**src/core/ssfe_pkg.sv**
```systemverilog
// Constants for the serial EEPROM front end
package ssfe_pkg;
	// ----------------------------------------
	// Operation codes (low nibble, bit 3 ignored)
	// ----------------------------------------
	localparam logic [3:0] OP_SET_WEL = 4'h6;
	localparam logic [3:0] OP_CLR_WEL = 4'h4;
	localparam logic [3:0] OP_STAT_RD = 4'h5;
	localparam logic [3:0] OP_STAT_WR = 4'h1;
	localparam logic [3:0] OP_ARR_RD = 4'h3;
	localparam logic [3:0] OP_ARR_WR = 4'h2;
	// ----------------------------------------
	// Status register fields
	// ----------------------------------------
	localparam int SR_BUSY = 0;
	localparam int SR_WEL = 1;
	localparam int SR_BP_LO = 2;
	localparam int SR_BP_HI = 3;
	localparam int SR_PPEN = 7;
	localparam logic [7:0] SR_BUSY_VAL = 8'hff;
	localparam logic [2:0] NV_RESET = 3'h0;
	// ----------------------------------------
	// Timing
	// ----------------------------------------
	localparam int CLK_MHZ = 10;
	localparam int TWC_US = 5000;
	localparam int TWC_CYC = TWC_US * CLK_MHZ;
	localparam int FIFO_W = 8;
	localparam int FIFO_D = 16;
endpackage : ssfe_pkg

```
**src/core/ssfe_fifo.sv**
```systemverilog
// Parameterised FIFO with valid/ready on both sides
`timescale 1ns/1ps
module ssfe_fifo #(
	parameter int W = 8,
	parameter int D = 16
) (
	input wire logic i_clk,
	input wire logic i_rst_n,
	input wire logic [W-1:0] i_data,
	input wire logic i_valid,
	output logic o_ready,
	output logic [W-1:0] o_data,
	output logic o_valid,
	input wire logic i_ready
);
	localparam int AW = $clog2(D);
	logic [W-1:0] mem [D];
	logic [AW:0] wp_q;
	logic [AW:0] rp_q;
	logic push;
	logic pop;
	assign o_ready = (wp_q - rp_q) != D[AW:0];
	assign o_valid = wp_q != rp_q;
	assign o_data = mem[rp_q[AW-1:0]];
	assign push = i_valid && o_ready;
	assign pop = o_valid && i_ready;
	always_ff @(posedge i_clk) begin
		if (push) begin
			mem[wp_q[AW-1:0]] <= i_data;
		end
	end
	always_ff @(posedge i_clk or negedge i_rst_n) begin
		if (!i_rst_n) begin
			wp_q <= '0;
			rp_q <= '0;
		end else begin
			if (push) begin
				wp_q <= wp_q + 1'b1;
			end
			if (pop) begin
				rp_q <= rp_q + 1'b1;
			end
		end
	end
endmodule : ssfe_fifo

```
**src/core/ssfe_front_end.sv**
```systemverilog
// Serial slave front end of a byte-wide nonvolatile memory
`timescale 1ns/1ps
// Function
// - Serial clock is only an input; the device is always a slave.
// - Data arrives on a serial input and leaves on a separate output.
// - Every byte shifts most significant bit first.
// - First byte after select falls is the operation code.
// - Unknown code locks out input and floats output until reselect.
// - Falling select restarts the command machine and clears lockout.
// - Deselected device ignores input and floats output.
// - Pause pin low freezes bit position and command state.
// - While paused, output floats and input is ignored.
// - Protect pin high allows normal reads and writes.
// - Protect pin low with enable bit one rejects status writes.
// - Protect pin falling during status write selection aborts it.
// - Once the timed status write runs, protect pin is ignored.
// - Enable bit zero makes protect pin irrelevant.
// - Codes have upper nibble zero, bit 3 ignored; six commands.
// - Busy bit reads one during write; all status bits read one.
// - During internal write only status read is obeyed.
// - Write enable latch is clear after power-up.
module ssfe_front_end (
	input wire logic i_ref_clk,
	input wire logic i_resetn,
	input wire logic i_sel_n,
	input wire logic i_sclk,
	input wire logic i_sdi,
	input wire logic i_pause_n,
	input wire logic i_wprot_n,
	output logic o_sdo,
	output logic o_sdo_oe,
	output logic o_busy,
	output logic o_write_latch,
	output logic [1:0] o_block_protect,
	output logic o_protect_pin_enable_bit,
	output logic o_bad_opcode,
	output logic [7:0] o_rx_data,
	output logic o_rx_valid,
	input wire logic i_rx_ready,
	output logic o_cmd_array_read,
	output logic o_cmd_array_write,
	input wire logic [7:0] i_tx_data
);
	// ----------------------------------------
	// Reset release and pin synchronisers
	// ----------------------------------------
	logic [1:0] rst_sync_q;
	logic rst_n;
	always_ff @(posedge i_ref_clk or negedge i_resetn) begin
		if (!i_resetn) begin
			rst_sync_q <= 2'h0;
		end else begin
			rst_sync_q <= {rst_sync_q[0], 1'b1};
		end
	end
	assign rst_n = rst_sync_q[1];

	logic [4:0] meta_q;
	logic [4:0] sync_q;
	logic sclk_prev_q;
	logic wp_prev_q;
	logic sel_prev_q;
	always_ff @(posedge i_ref_clk or negedge rst_n) begin
		if (!rst_n) begin
			meta_q <= 5'h13;
			sync_q <= 5'h13;
			sclk_prev_q <= 1'b0;
			wp_prev_q <= 1'b1;
			sel_prev_q <= 1'b1;
		end else begin
			meta_q <= {i_sel_n, i_sclk, i_sdi, i_pause_n, i_wprot_n};
			sync_q <= meta_q;
			sclk_prev_q <= sync_q[3];
			wp_prev_q <= sync_q[0];
			sel_prev_q <= sync_q[4];
		end
	end
	logic sel_n;
	logic sclk;
	logic sdi;
	logic pause_n;
	logic wp_n;
	assign {sel_n, sclk, sdi, pause_n, wp_n} = sync_q;
	logic sclk_rise;
	logic sclk_fall;
	logic sel_fall;
	logic wp_fall;
	assign sclk_rise = sclk && !sclk_prev_q;
	assign sclk_fall = !sclk && sclk_prev_q;
	assign sel_fall = !sel_n && sel_prev_q;
	assign wp_fall = !wp_n && wp_prev_q;

	// ----------------------------------------
	// Pause tracking
	// ----------------------------------------
	logic paused_q;
	always_ff @(posedge i_ref_clk or negedge rst_n) begin
		if (!rst_n) begin
			paused_q <= 1'b0;
		end else if (sel_n) begin
			paused_q <= 1'b0;
		end else if (!sclk) begin
			paused_q <= !pause_n;
		end
	end
	logic active;
	assign active = !sel_n && !paused_q;

	// ----------------------------------------
	// Command state machine
	// ----------------------------------------
	typedef enum logic [4:0] {
		SSFE_OPCODE = 5'h01,
		SSFE_STREAM = 5'h02,
		SSFE_SRWR = 5'h04,
		SSFE_LOCK = 5'h08,
		SSFE_DONE = 5'h10
	} ssfe_state_t;
	ssfe_state_t state_q;
	logic [2:0] bit_q;
	logic [7:0] shift_q;
	logic [3:0] op_q;
	logic [7:0] sr_new_q;
	logic sr_abort_q;
	logic sr_pend_q;
	logic [7:0] rx_byte;
	logic byte_done;
	assign rx_byte = {shift_q[6:0], sdi};
	assign byte_done = active && sclk_rise && bit_q == 3'h7;

	localparam logic [3:0] OP_SET_WEL = ssfe_pkg::OP_SET_WEL;
	localparam logic [3:0] OP_CLR_WEL = ssfe_pkg::OP_CLR_WEL;
	localparam logic [3:0] OP_STAT_RD = ssfe_pkg::OP_STAT_RD;
	localparam logic [3:0] OP_STAT_WR = ssfe_pkg::OP_STAT_WR;
	localparam logic [3:0] OP_ARR_RD = ssfe_pkg::OP_ARR_RD;
	localparam logic [3:0] OP_ARR_WR = ssfe_pkg::OP_ARR_WR;

	function automatic logic op_known(input logic [7:0] b);
		op_known = b[7:4] == 4'h0 && (b[2:0] == OP_SET_WEL[2:0]
			|| b[2:0] == OP_CLR_WEL[2:0] || b[2:0] == OP_STAT_RD[2:0]
			|| b[2:0] == OP_STAT_WR[2:0] || b[2:0] == OP_ARR_RD[2:0]
			|| b[2:0] == OP_ARR_WR[2:0]);
	endfunction : op_known

	logic busy_q;
	logic wel_q;
	logic [2:0] nv_q;
	logic [7:0] status;
	logic [31:0] twc_q;
	assign status = busy_q ? ssfe_pkg::SR_BUSY_VAL
		: {nv_q[2], 3'h0, nv_q[1:0], wel_q, 1'b0};
	logic hw_prot;
	assign hw_prot = !wp_n && nv_q[2];

	always_ff @(posedge i_ref_clk or negedge rst_n) begin
		if (!rst_n) begin
			state_q <= SSFE_OPCODE;
			bit_q <= 3'h0;
			shift_q <= 8'h00;
			op_q <= 4'h0;
			sr_new_q <= 8'h00;
			sr_abort_q <= 1'b0;
		end else if (sel_fall) begin
			state_q <= SSFE_OPCODE;
			bit_q <= 3'h0;
			sr_abort_q <= 1'b0;
		end else if (active && sclk_rise) begin
			bit_q <= bit_q + 3'h1;
			shift_q <= rx_byte;
			if (wp_fall && nv_q[2]) begin
				sr_abort_q <= 1'b1;
			end
			unique case (state_q)
				SSFE_OPCODE: begin
					if (bit_q == 3'h7) begin
						op_q <= {1'b0, rx_byte[2:0]};
						if (!op_known(rx_byte)) begin
							state_q <= SSFE_LOCK;
						end else if (busy_q && rx_byte[2:0] != OP_STAT_RD[2:0]) begin
							state_q <= SSFE_LOCK;
						end else if (rx_byte[2:0] == OP_STAT_WR[2:0]) begin
							state_q <= SSFE_SRWR;
						end else if (rx_byte[2:0] == OP_ARR_RD[2:0]
							|| rx_byte[2:0] == OP_ARR_WR[2:0]
							|| rx_byte[2:0] == OP_STAT_RD[2:0]) begin
							state_q <= SSFE_STREAM;
						end else begin
							state_q <= SSFE_DONE;
						end
					end
				end
				SSFE_SRWR: begin
					if (bit_q == 3'h7) begin
						sr_new_q <= rx_byte;
						state_q <= SSFE_DONE;
					end
				end
				SSFE_STREAM, SSFE_LOCK, SSFE_DONE: begin
				end
			endcase
		end else if (!sel_n && wp_fall && nv_q[2]) begin
			sr_abort_q <= 1'b1;
		end
	end

	// ----------------------------------------
	// Latch, nonvolatile bits and write timer
	// ----------------------------------------
	logic sel_rise;
	assign sel_rise = sel_n && !sel_prev_q;
	logic sr_commit;
	assign sr_commit = sel_rise && state_q == SSFE_DONE && op_q == OP_STAT_WR
		&& wel_q && !hw_prot && !sr_abort_q && !busy_q;
	logic arr_commit;
	assign arr_commit = sel_rise && state_q == SSFE_STREAM && op_q == OP_ARR_WR
		&& wel_q && !busy_q;
	always_ff @(posedge i_ref_clk or negedge rst_n) begin
		if (!rst_n) begin
			wel_q <= 1'b0;
			nv_q <= ssfe_pkg::NV_RESET;
			busy_q <= 1'b0;
			twc_q <= 32'h0;
			sr_pend_q <= 1'b0;
		end else begin
			if (sel_rise && state_q == SSFE_DONE && !busy_q) begin
				if (op_q == OP_SET_WEL) begin
					wel_q <= 1'b1;
				end else if (op_q == OP_CLR_WEL) begin
					wel_q <= 1'b0;
				end
			end
			if (sr_commit || arr_commit) begin
				busy_q <= 1'b1;
				twc_q <= 32'(ssfe_pkg::TWC_CYC - 1);
				sr_pend_q <= sr_commit;
			end else if (busy_q) begin
				if (twc_q == 32'h0) begin
					busy_q <= 1'b0;
					wel_q <= 1'b0;
					sr_pend_q <= 1'b0;
					if (sr_pend_q) begin
						nv_q <= {sr_new_q[ssfe_pkg::SR_PPEN],
							sr_new_q[ssfe_pkg::SR_BP_HI], sr_new_q[ssfe_pkg::SR_BP_LO]};
					end
				end else begin
					twc_q <= twc_q - 32'h1;
				end
			end
		end
	end

	// ----------------------------------------
	// Data streams through the FIFO
	// ----------------------------------------
	logic fifo_ready;
	logic [7:0] fifo_data;
	logic fifo_valid;
	logic push;
	assign push = byte_done && state_q == SSFE_STREAM && op_q == OP_ARR_WR;
	ssfe_fifo #(.W(ssfe_pkg::FIFO_W), .D(ssfe_pkg::FIFO_D)) u_fifo (
		.i_clk(i_ref_clk),
		.i_rst_n(rst_n),
		.i_data(rx_byte),
		.i_valid(push),
		.o_ready(fifo_ready),
		.o_data(fifo_data),
		.o_valid(fifo_valid),
		.i_ready(i_rx_ready && !o_rx_valid)
	);

	// ----------------------------------------
	// Output shifter and registered outputs
	// ----------------------------------------
	logic [7:0] tx_q;
	always_ff @(posedge i_ref_clk or negedge rst_n) begin
		if (!rst_n) begin
			tx_q <= 8'h00;
			o_sdo <= 1'b0;
			o_sdo_oe <= 1'b0;
			o_rx_data <= 8'h00;
			o_rx_valid <= 1'b0;
			o_busy <= 1'b0;
			o_write_latch <= 1'b0;
			o_block_protect <= 2'h0;
			o_protect_pin_enable_bit <= 1'b0;
			o_bad_opcode <= 1'b0;
			o_cmd_array_read <= 1'b0;
			o_cmd_array_write <= 1'b0;
		end else begin
			if (byte_done) begin
				tx_q <= (state_q == SSFE_STREAM && op_q == OP_ARR_RD) ? i_tx_data : status;
			end
			if (active && sclk_fall && state_q == SSFE_STREAM && op_q != OP_ARR_WR) begin
				o_sdo <= tx_q[3'h7 - bit_q];
			end
			o_sdo_oe <= active && state_q == SSFE_STREAM
				&& op_q != OP_ARR_WR
				&& (o_sdo_oe || sclk_fall || bit_q != 3'h0);
			if (fifo_valid && i_rx_ready && !o_rx_valid) begin
				o_rx_data <= fifo_data;
				o_rx_valid <= 1'b1;
			end else begin
				o_rx_valid <= 1'b0;
			end
			o_busy <= busy_q;
			o_write_latch <= wel_q;
			o_block_protect <= nv_q[1:0];
			o_protect_pin_enable_bit <= nv_q[2];
			o_bad_opcode <= state_q == SSFE_LOCK;
			o_cmd_array_read <= state_q == SSFE_STREAM && op_q == OP_ARR_RD;
			o_cmd_array_write <= state_q == SSFE_STREAM && op_q == OP_ARR_WR && fifo_ready;
		end
	end
endmodule : ssfe_front_end

```
**config.mk**
```make
export PLATFORM = sky130hd
export DESIGN_NAME = ssfe_front_end
export DESIGN_NICKNAME = d
export VERILOG_FILES = /design/src/core/ssfe_pkg.sv /design/src/core/ssfe_fifo.sv /design/src/core/ssfe_front_end.sv
export SDC_FILE = /design/constraint.sdc
export NUM_CORES = 1
export LEC_CHECK = 0
export ABC_AREA = 0
export ABC_CLOCK_PERIOD_IN_PS = 3800
export BUFFER_PORTS_ARGS = -buffer_cell sky130_fd_sc_hd__buf_2
export CORE_MARGIN = 3
export CORE_UTILIZATION = 40
export DETAILED_ROUTE_END_ITERATION = 7
export MAX_ROUTING_LAYER = met4
export PLACE_DENSITY = 0.52
export SLEW_MARGIN = 20
export SYNTH_ARGS = -nofsm -noshare
export SYNTH_HDL_FRONTEND = slang
export SYNTH_HIERARCHICAL = 1
export SYNTH_SLANG_ARGS = --single-unit
```
**constraint.sdc**
```tcl
create_clock -name i_ref_clk -period 3.8 [get_ports i_ref_clk]
set_input_delay 0 -clock i_ref_clk [delete_from_list [all_inputs] [get_ports i_ref_clk]]
set_output_delay 0 -clock i_ref_clk [all_outputs]
set_load 0.005 [all_outputs]
```
### Word-level counts from Yosys, hierarchy flattened

Memory sizes are Yosys's and may differ from the RTL's. A register that Yosys moved wholly into a read port is not among the register bits.
Cells that the tools add are included.

* output and inout port bits: 19
* word-level logic and storage cells: 185
* input bits: 16
* register bits: 110
* memories kept: 1
* bits in writable memories: 128

* mux-type cells: 39
* add/subtract/negate cells: 6
* order comparisons: 1
* reductions and logical operators: 79
* equality and inequality tests: 26
* bitwise logic cells: 2

Memory list
* u_fifo.mem: depth 16, bits a word 8, rd ports 1, clocked after Yosys merged registers in 1, write ports 1, line ssfe_fifo.sv:17 `logic [W-1:0] mem [D];`

Operators with widths (number)
* 32-bit two-way mux: 3
* 1-bit logical AND: 41
* 5-bit two-way mux: 8
* 32-bit zero test: 1
* 32-bit by 1-bit subtractor with 32-bit output, second input constant: 1
* 1-bit two-way mux: 22
* 3-bit == test, second input constant: 6
* 8-bit two-way mux: 2
* 4-bit AND reduction: 4
* 3-bit by 2-bit == test with 1-bit output, second input constant: 4
* 1-bit zero test: 12
* 5-bit by 1-bit adder with 5-bit output, second input constant: 2
* 1-bit logical OR: 10
* 5-bit case mux with 2 select lines: 1
* 3-bit != test, second input constant: 3
* 3-bit nonzero test: 3
* 2-bit AND reduction: 4
* 3-bit by 1-bit == test with 1-bit output, second input constant: 2
* 3-bit two-way mux: 2
* 3-bit by 2-bit != test with 1-bit output, second input constant: 2
* 2-bit nonzero test: 3
* 5-bit by 1-bit == test with 1-bit output, second input constant: 1
* 5-bit by 2-bit == test with 1-bit output, second input constant: 1
* 5-bit by 3-bit == test with 1-bit output, second input constant: 1
* 13 further kinds: 14

### Depth between registers and ports, before layout

* depth after elaboration: 12
* mapped depth: 11
* gate-level depth less buffers: 8

### Hierarchy

Netlist, hierarchy kept.

By module, submodules not included
* ssfe_fifo: sequential area each 4093.9 µm², instances 1, cells each 289, area each 5753.0 µm²
* ssfe_front_end: sequential area each 2588.7 µm², instances 1, cells each 406, area each 4616.9 µm²

### Worst setup path before layout

No wires, ideal clock.

* path kind: register to register
* start: register sync_q[4]
* end: memory u_fifo.mem[3][0] (enable)
* library setup time: 395 ps
* arrival time: 3099 ps
* period minus slack after synthesis: 3493 ps
* setup slack: 307 ps
* cell stages (with the launch flop): 7
* required time: 3405 ps
* buffers on the path: 1
* cell sequence: dfstp_2 -> nor4b_1 -> nand2_1 -> clkbuf_1 -> nor3b_1 -> o41ai_4 -> nor4_1

* longest elaborated chain between the ends: 9

RTL lines
* from (decl): line ssfe_front_end.sv:59 `logic [4:0] sync_q;`
* from (signal assigned): line ssfe_front_end.sv:72 `sync_q <= meta_q;`
* 1-bit zero test: line ssfe_front_end.sv:107 `assign active = !sel_n && !paused_q;`
* 1-bit logical AND: line ssfe_front_end.sv:107
* 1-bit logical AND (2 in series): line ssfe_front_end.sv:129 `assign byte_done = active && sclk_rise && bit_q == 3'h7;`
* 1-bit logical AND (2 in series): line ssfe_front_end.sv:259 `assign push = byte_done && state_q == SSFE_STREAM && op_q == OP_ARR_WR;`
* net push: line ssfe_front_end.sv:258 `logic push;`
* 1-bit logical AND: line ssfe_fifo.sv:25 `assign push = i_valid && o_ready;`
* 1-bit two-way mux: line ssfe_fifo.sv:28 `if (push) begin`
* 1-bit two-way mux (implied by the code): line ssfe_fifo.sv:29 `mem[wp_q[AW-1:0]] <= i_data;`
* to (decl): line ssfe_fifo.sv:17

The timed path passes the listed nets, and every way through them passes these cells.

### Worst setup path after layout

* start: register sync_q[4]
* end: memory u_fifo.mem[15][7] (enable)

The elaborated chain is that of the path after synthesis.

==> impl_metrics.py <==
metrics = {
    "global_routing": {
        "grtUsageTotal_pct": 16.7,
        "antenna_found_initial": 0,
        "first_global_vias": 6350,
        "grt_pass1_wl_um": 36200,
        "grt_max_degree": 112,
        "overflow": 0,
    },
    "cells_and_area": {
        "antenna-diode-count": 0,
        "area_growth_pct": 17.5,
        "instances_no_fill": 1123,
        "fillers": 2200,
        "drive_gt1_share_pct": 26.5,
        "final-seq-area_um2": 6690,
        "multi_input_area_um2": 3500,
        "fin_nets": 802,
        "design_area_um2": 12200,
    },
    "routing": {
        "ant_nets": 0,
        "avgRoutedWirePerCell_um": 20.0,
        "via_per_inst": 5.51,
        "num_vias": 6188,
        "drc": 0,
        "first_iter_violations": 460,
        "drt-total-wl_um": 22500,
        "drt_first_pass_iters": 5,
    },
    "cts": {
        "clock_sinks": 241,
        "clockBufferDepth": 3,
        "cts_tree": "built",
        "root_buffer": "clkbuf_16",
        "path_clk_slew_ns": 0.06,
        "cts_htree_levels": 1,
        "cts_made_buffers": 27,
        "clk_latency_ns": 0.53,
    },
    "synthesis": {
        "netlist_area_um2": 10400,
        "ys_ff_latch": 241,
        "synth_nets": 725,
        "synth.most_common_cell": "edfxtp_1",
        "synthTopCellsByArea": "edfxtp_1, dfrtp_1, mux4_2",
        "ys.flop_type": "edfxtp_1",
        "avgSynthCellArea_um2": 14.9,
        "synthTopCellsByCount": "edfxtp_1, dfrtp_1, mux4_2",
        "yosysUniqueCellTypes": 71,
        "async_flop_share_pct": 46.9,
        "syn_inst": 695,
        "synth_top_area_cell": "edfxtp_1",
        "synth_top_area_share_pct": 37.1,
        "synth_warnings": 6,
        "seq_area_frac_synth_pct": 64.4,
        "synth-edff-count": 128,
    },
    "setup_path": {
        "setup.worst_path.end_class": "flip-flop",
        "critical-path-top-delay-family": "simple AND/OR/NAND/NOR gates",
        "critPathBufInv": 2,
        "slowest_delay_ns": 0.70,
        "path_cells": "nor4b_1 > nand2_1 > buf_4 > nor3b_1 > buf_4 > o41ai_4 > nor3_2",
        "cp.required_ns": 3.95,
        "crit_top_cell": "buf_4",
        "cpMaxStageDelayCell": "nor4b_1",
        "cp_max_fo": 19,
        "crit_type": "reg2reg",
        "crit_arrival_ns": 3.27,
        "cp-start-kind": "flip-flop",
    },
    "worst_hold_path": {
        "min_path_type": "in2reg",
    },
    "sta": {
        "worst_slew_pin_slew_ns": 0.941,
        "relSlewSlack_pct": 36.7,
        "fin_crit_ns": 3.12,
        "max_freq_mhz": 320,
        "fin_ws_ns": 0.679,
        "setup-tns-final_ns": 0,
        "setup_violations": 0,
        "final-hold-violation-count": 0,
        "grt_setup_unrepaired": "false",
        "slew_viol_final": 0,
        "fin_crit_sh_pct": 82.1,
        "finClkSkew_ns": 0.0151,
    },
    "pwr": {
        "p_comb_share_pct": 18.6,
        "power_leakage_uw": 0.00478,
        "clockPowerShare_pct": 38.1,
        "netSwitchingFraction_pct": 26.6,
        "seqPwrFrac_pct": 43.3,
        "p_int_uw": 5260,
        "finalPower_uw": 7160,
        "power.switching_uw": 1910,
        "ir_drop_mv": 0.329,
        "power_density_nw_per_um2": 588,
    },
    "status": {
        "status": "complete, no violations",
    },
    "die": {
        "die_h_um": 167,
        "core_region_area_um2": 25300,
        "die_area_um2": 27900,
        "fp.dieW_um": 167,
        "io_pins": 35,
        "start_util_pct": 40.9,
        "std_cell_rows": 58,
    },
    "run": {
        "maxCapViolations": 0,
    },
    "placed_design": {
        "numPortBuffers": 34,
        "post_dp_cell_area_um2": 11100,
        "dp_slack_ns": 0.290,
        "dp.cells": 1058,
        "place_congestion": 0.846,
        "detailed_place_hpwl_um": 14800,
    },
}
logic make-up (layout without fill, tap and decap cells):
| group | count (synthesis) | in the layout | share of synthesized area [%] |
|---|---|---|---|
| compound gates | 105 | 105 | 7.18 |
| xor+xnor | 16 | 16 | 1.42 |
| fa+ha+maj | 14 | 14 | 1.69 |
| buf+inv | 48 | 146 | 1.97 |
| flops | 241 | 241 | 64.4 |
| mux | 76 | 76 | 12.7 |
| other cells | 1 | 1 | 0.0362 |
| simple gates | 194 | 194 | 10.5 |
through the flow:
step	hold WS [ns]	utilization (%)
CTS	0.0148	48.0
finish	0.0396	48.1
detailed placement	-0.213	43.6
global placement	-0.215	43.6
global route	0.0545	48.1
floorplan	-0.296	-
sequential cells by signal, summed over array words and instances, names as in the netlist, 2 cells and up:
register         flops
u_fifo/mem         128
twc_q               32
o_rx_data            8
tx_q                 8
shift_q              7
meta_q               5
state_q              5
sync_q               5
u_fifo/rp_q          5
u_fifo/wp_q          5
bit_q                3
nv_q                 3
op_q                 3
sr_new_q             3
o_block_protect      2
rst_sync_q           2
worst reg2reg max path, stage by stage, from the launching register on:
cell and delay (ns):
dfstp_2 0.40, nor4b_1 0.70, nand2_1 0.13, buf_4 0.22
nor3b_1 0.31, buf_4 0.22, o41ai_4 0.16, nor3_2 0.60
layer usage:
layer	wire [um]	vias to the layer above	global-route usage, %
li1	-	2862	-
met1	10000	3169	22.3
met2	11200	125	27.5
met3	760	32	2.37
met4	444	0	3.48
met5	0	-	-
repair_timing:
action,CTS,global route
hold endpoints to repair,15,0
hold buffers,15,0
gates resized for setup,0,0
setup buffers,0,0
cell type report:
type	instances	share of cell area, %
inverters	20	0.616
well taps	330	3.39
clock buffers	33	6.33
flip-flops and latches	241	54.9
clock inverters	17	1.59
repair buffers	76	4.40
multi-input cells	406	28.8
worst paths after layout:
kind                                    start                end  slack (ns)  cells after the start
worst max-delay path                sync_q[4]  u_fifo/mem[15][7]        0.68                      7
worst min-delay path               i_rx_ready     u_fifo/rp_q[0]        0.04                      5
worst max register to register      sync_q[4]  u_fifo/mem[15][7]        0.68                      7
max in group asynchronous       rst_sync_q[1]     u_fifo/rp_q[0]        2.86                      1
worst min register to register      meta_q[3]          sync_q[3]        0.35                      0
min in group asynchronous            i_resetn      rst_sync_q[1]        0.33                      3
power groups by stage:
| stage | registers [uW] | logic (uW) | clock network (uW) |
|---|---|---|---|
| 5_1_grt | 3130 | 1430 | 2920 |
| 2_1_floorplan | 3090 | 1000 | 0 |
| 4_1_cts | 3110 | 1360 | 2820 |
| 3_5_place_dp | 3160 | 1340 | 0 |
| 3_3_place_gp | 3150 | 1320 | 0 |
| 6_report | 3100 | 1330 | 2730 |
placed cells by master, fill, tap and decap left out, drive strengths merged, types with 7 or more instances in the layout:
cell / synthesis / routed
nand2: 39 / 39
nand2b: 7 / 7
nor3: 28 / 28
nor2: 27 / 27
mux4: 42 / 42
o211ai: 13 / 13
clkbuf: 18 / 33
nand3: 15 / 15
nor2b: 7 / 7
buf: 10 / 61
o31ai: 14 / 14
o21ai: 19 / 19
dfrtp: 104 / 104
or4: 14 / 14
mux2: 25 / 25
inv: 20 / 24
mux2i: 9 / 9
dfstp: 9 / 9
edfxtp: 128 / 128
a21oi: 24 / 24
ha: 14 / 14
xnor2: 8 / 8
xor2: 8 / 8
nor4: 14 / 14
dlygate4sd3: 0 / 15
nand4: 9 / 9
Power figures use the tool's default switching activity.
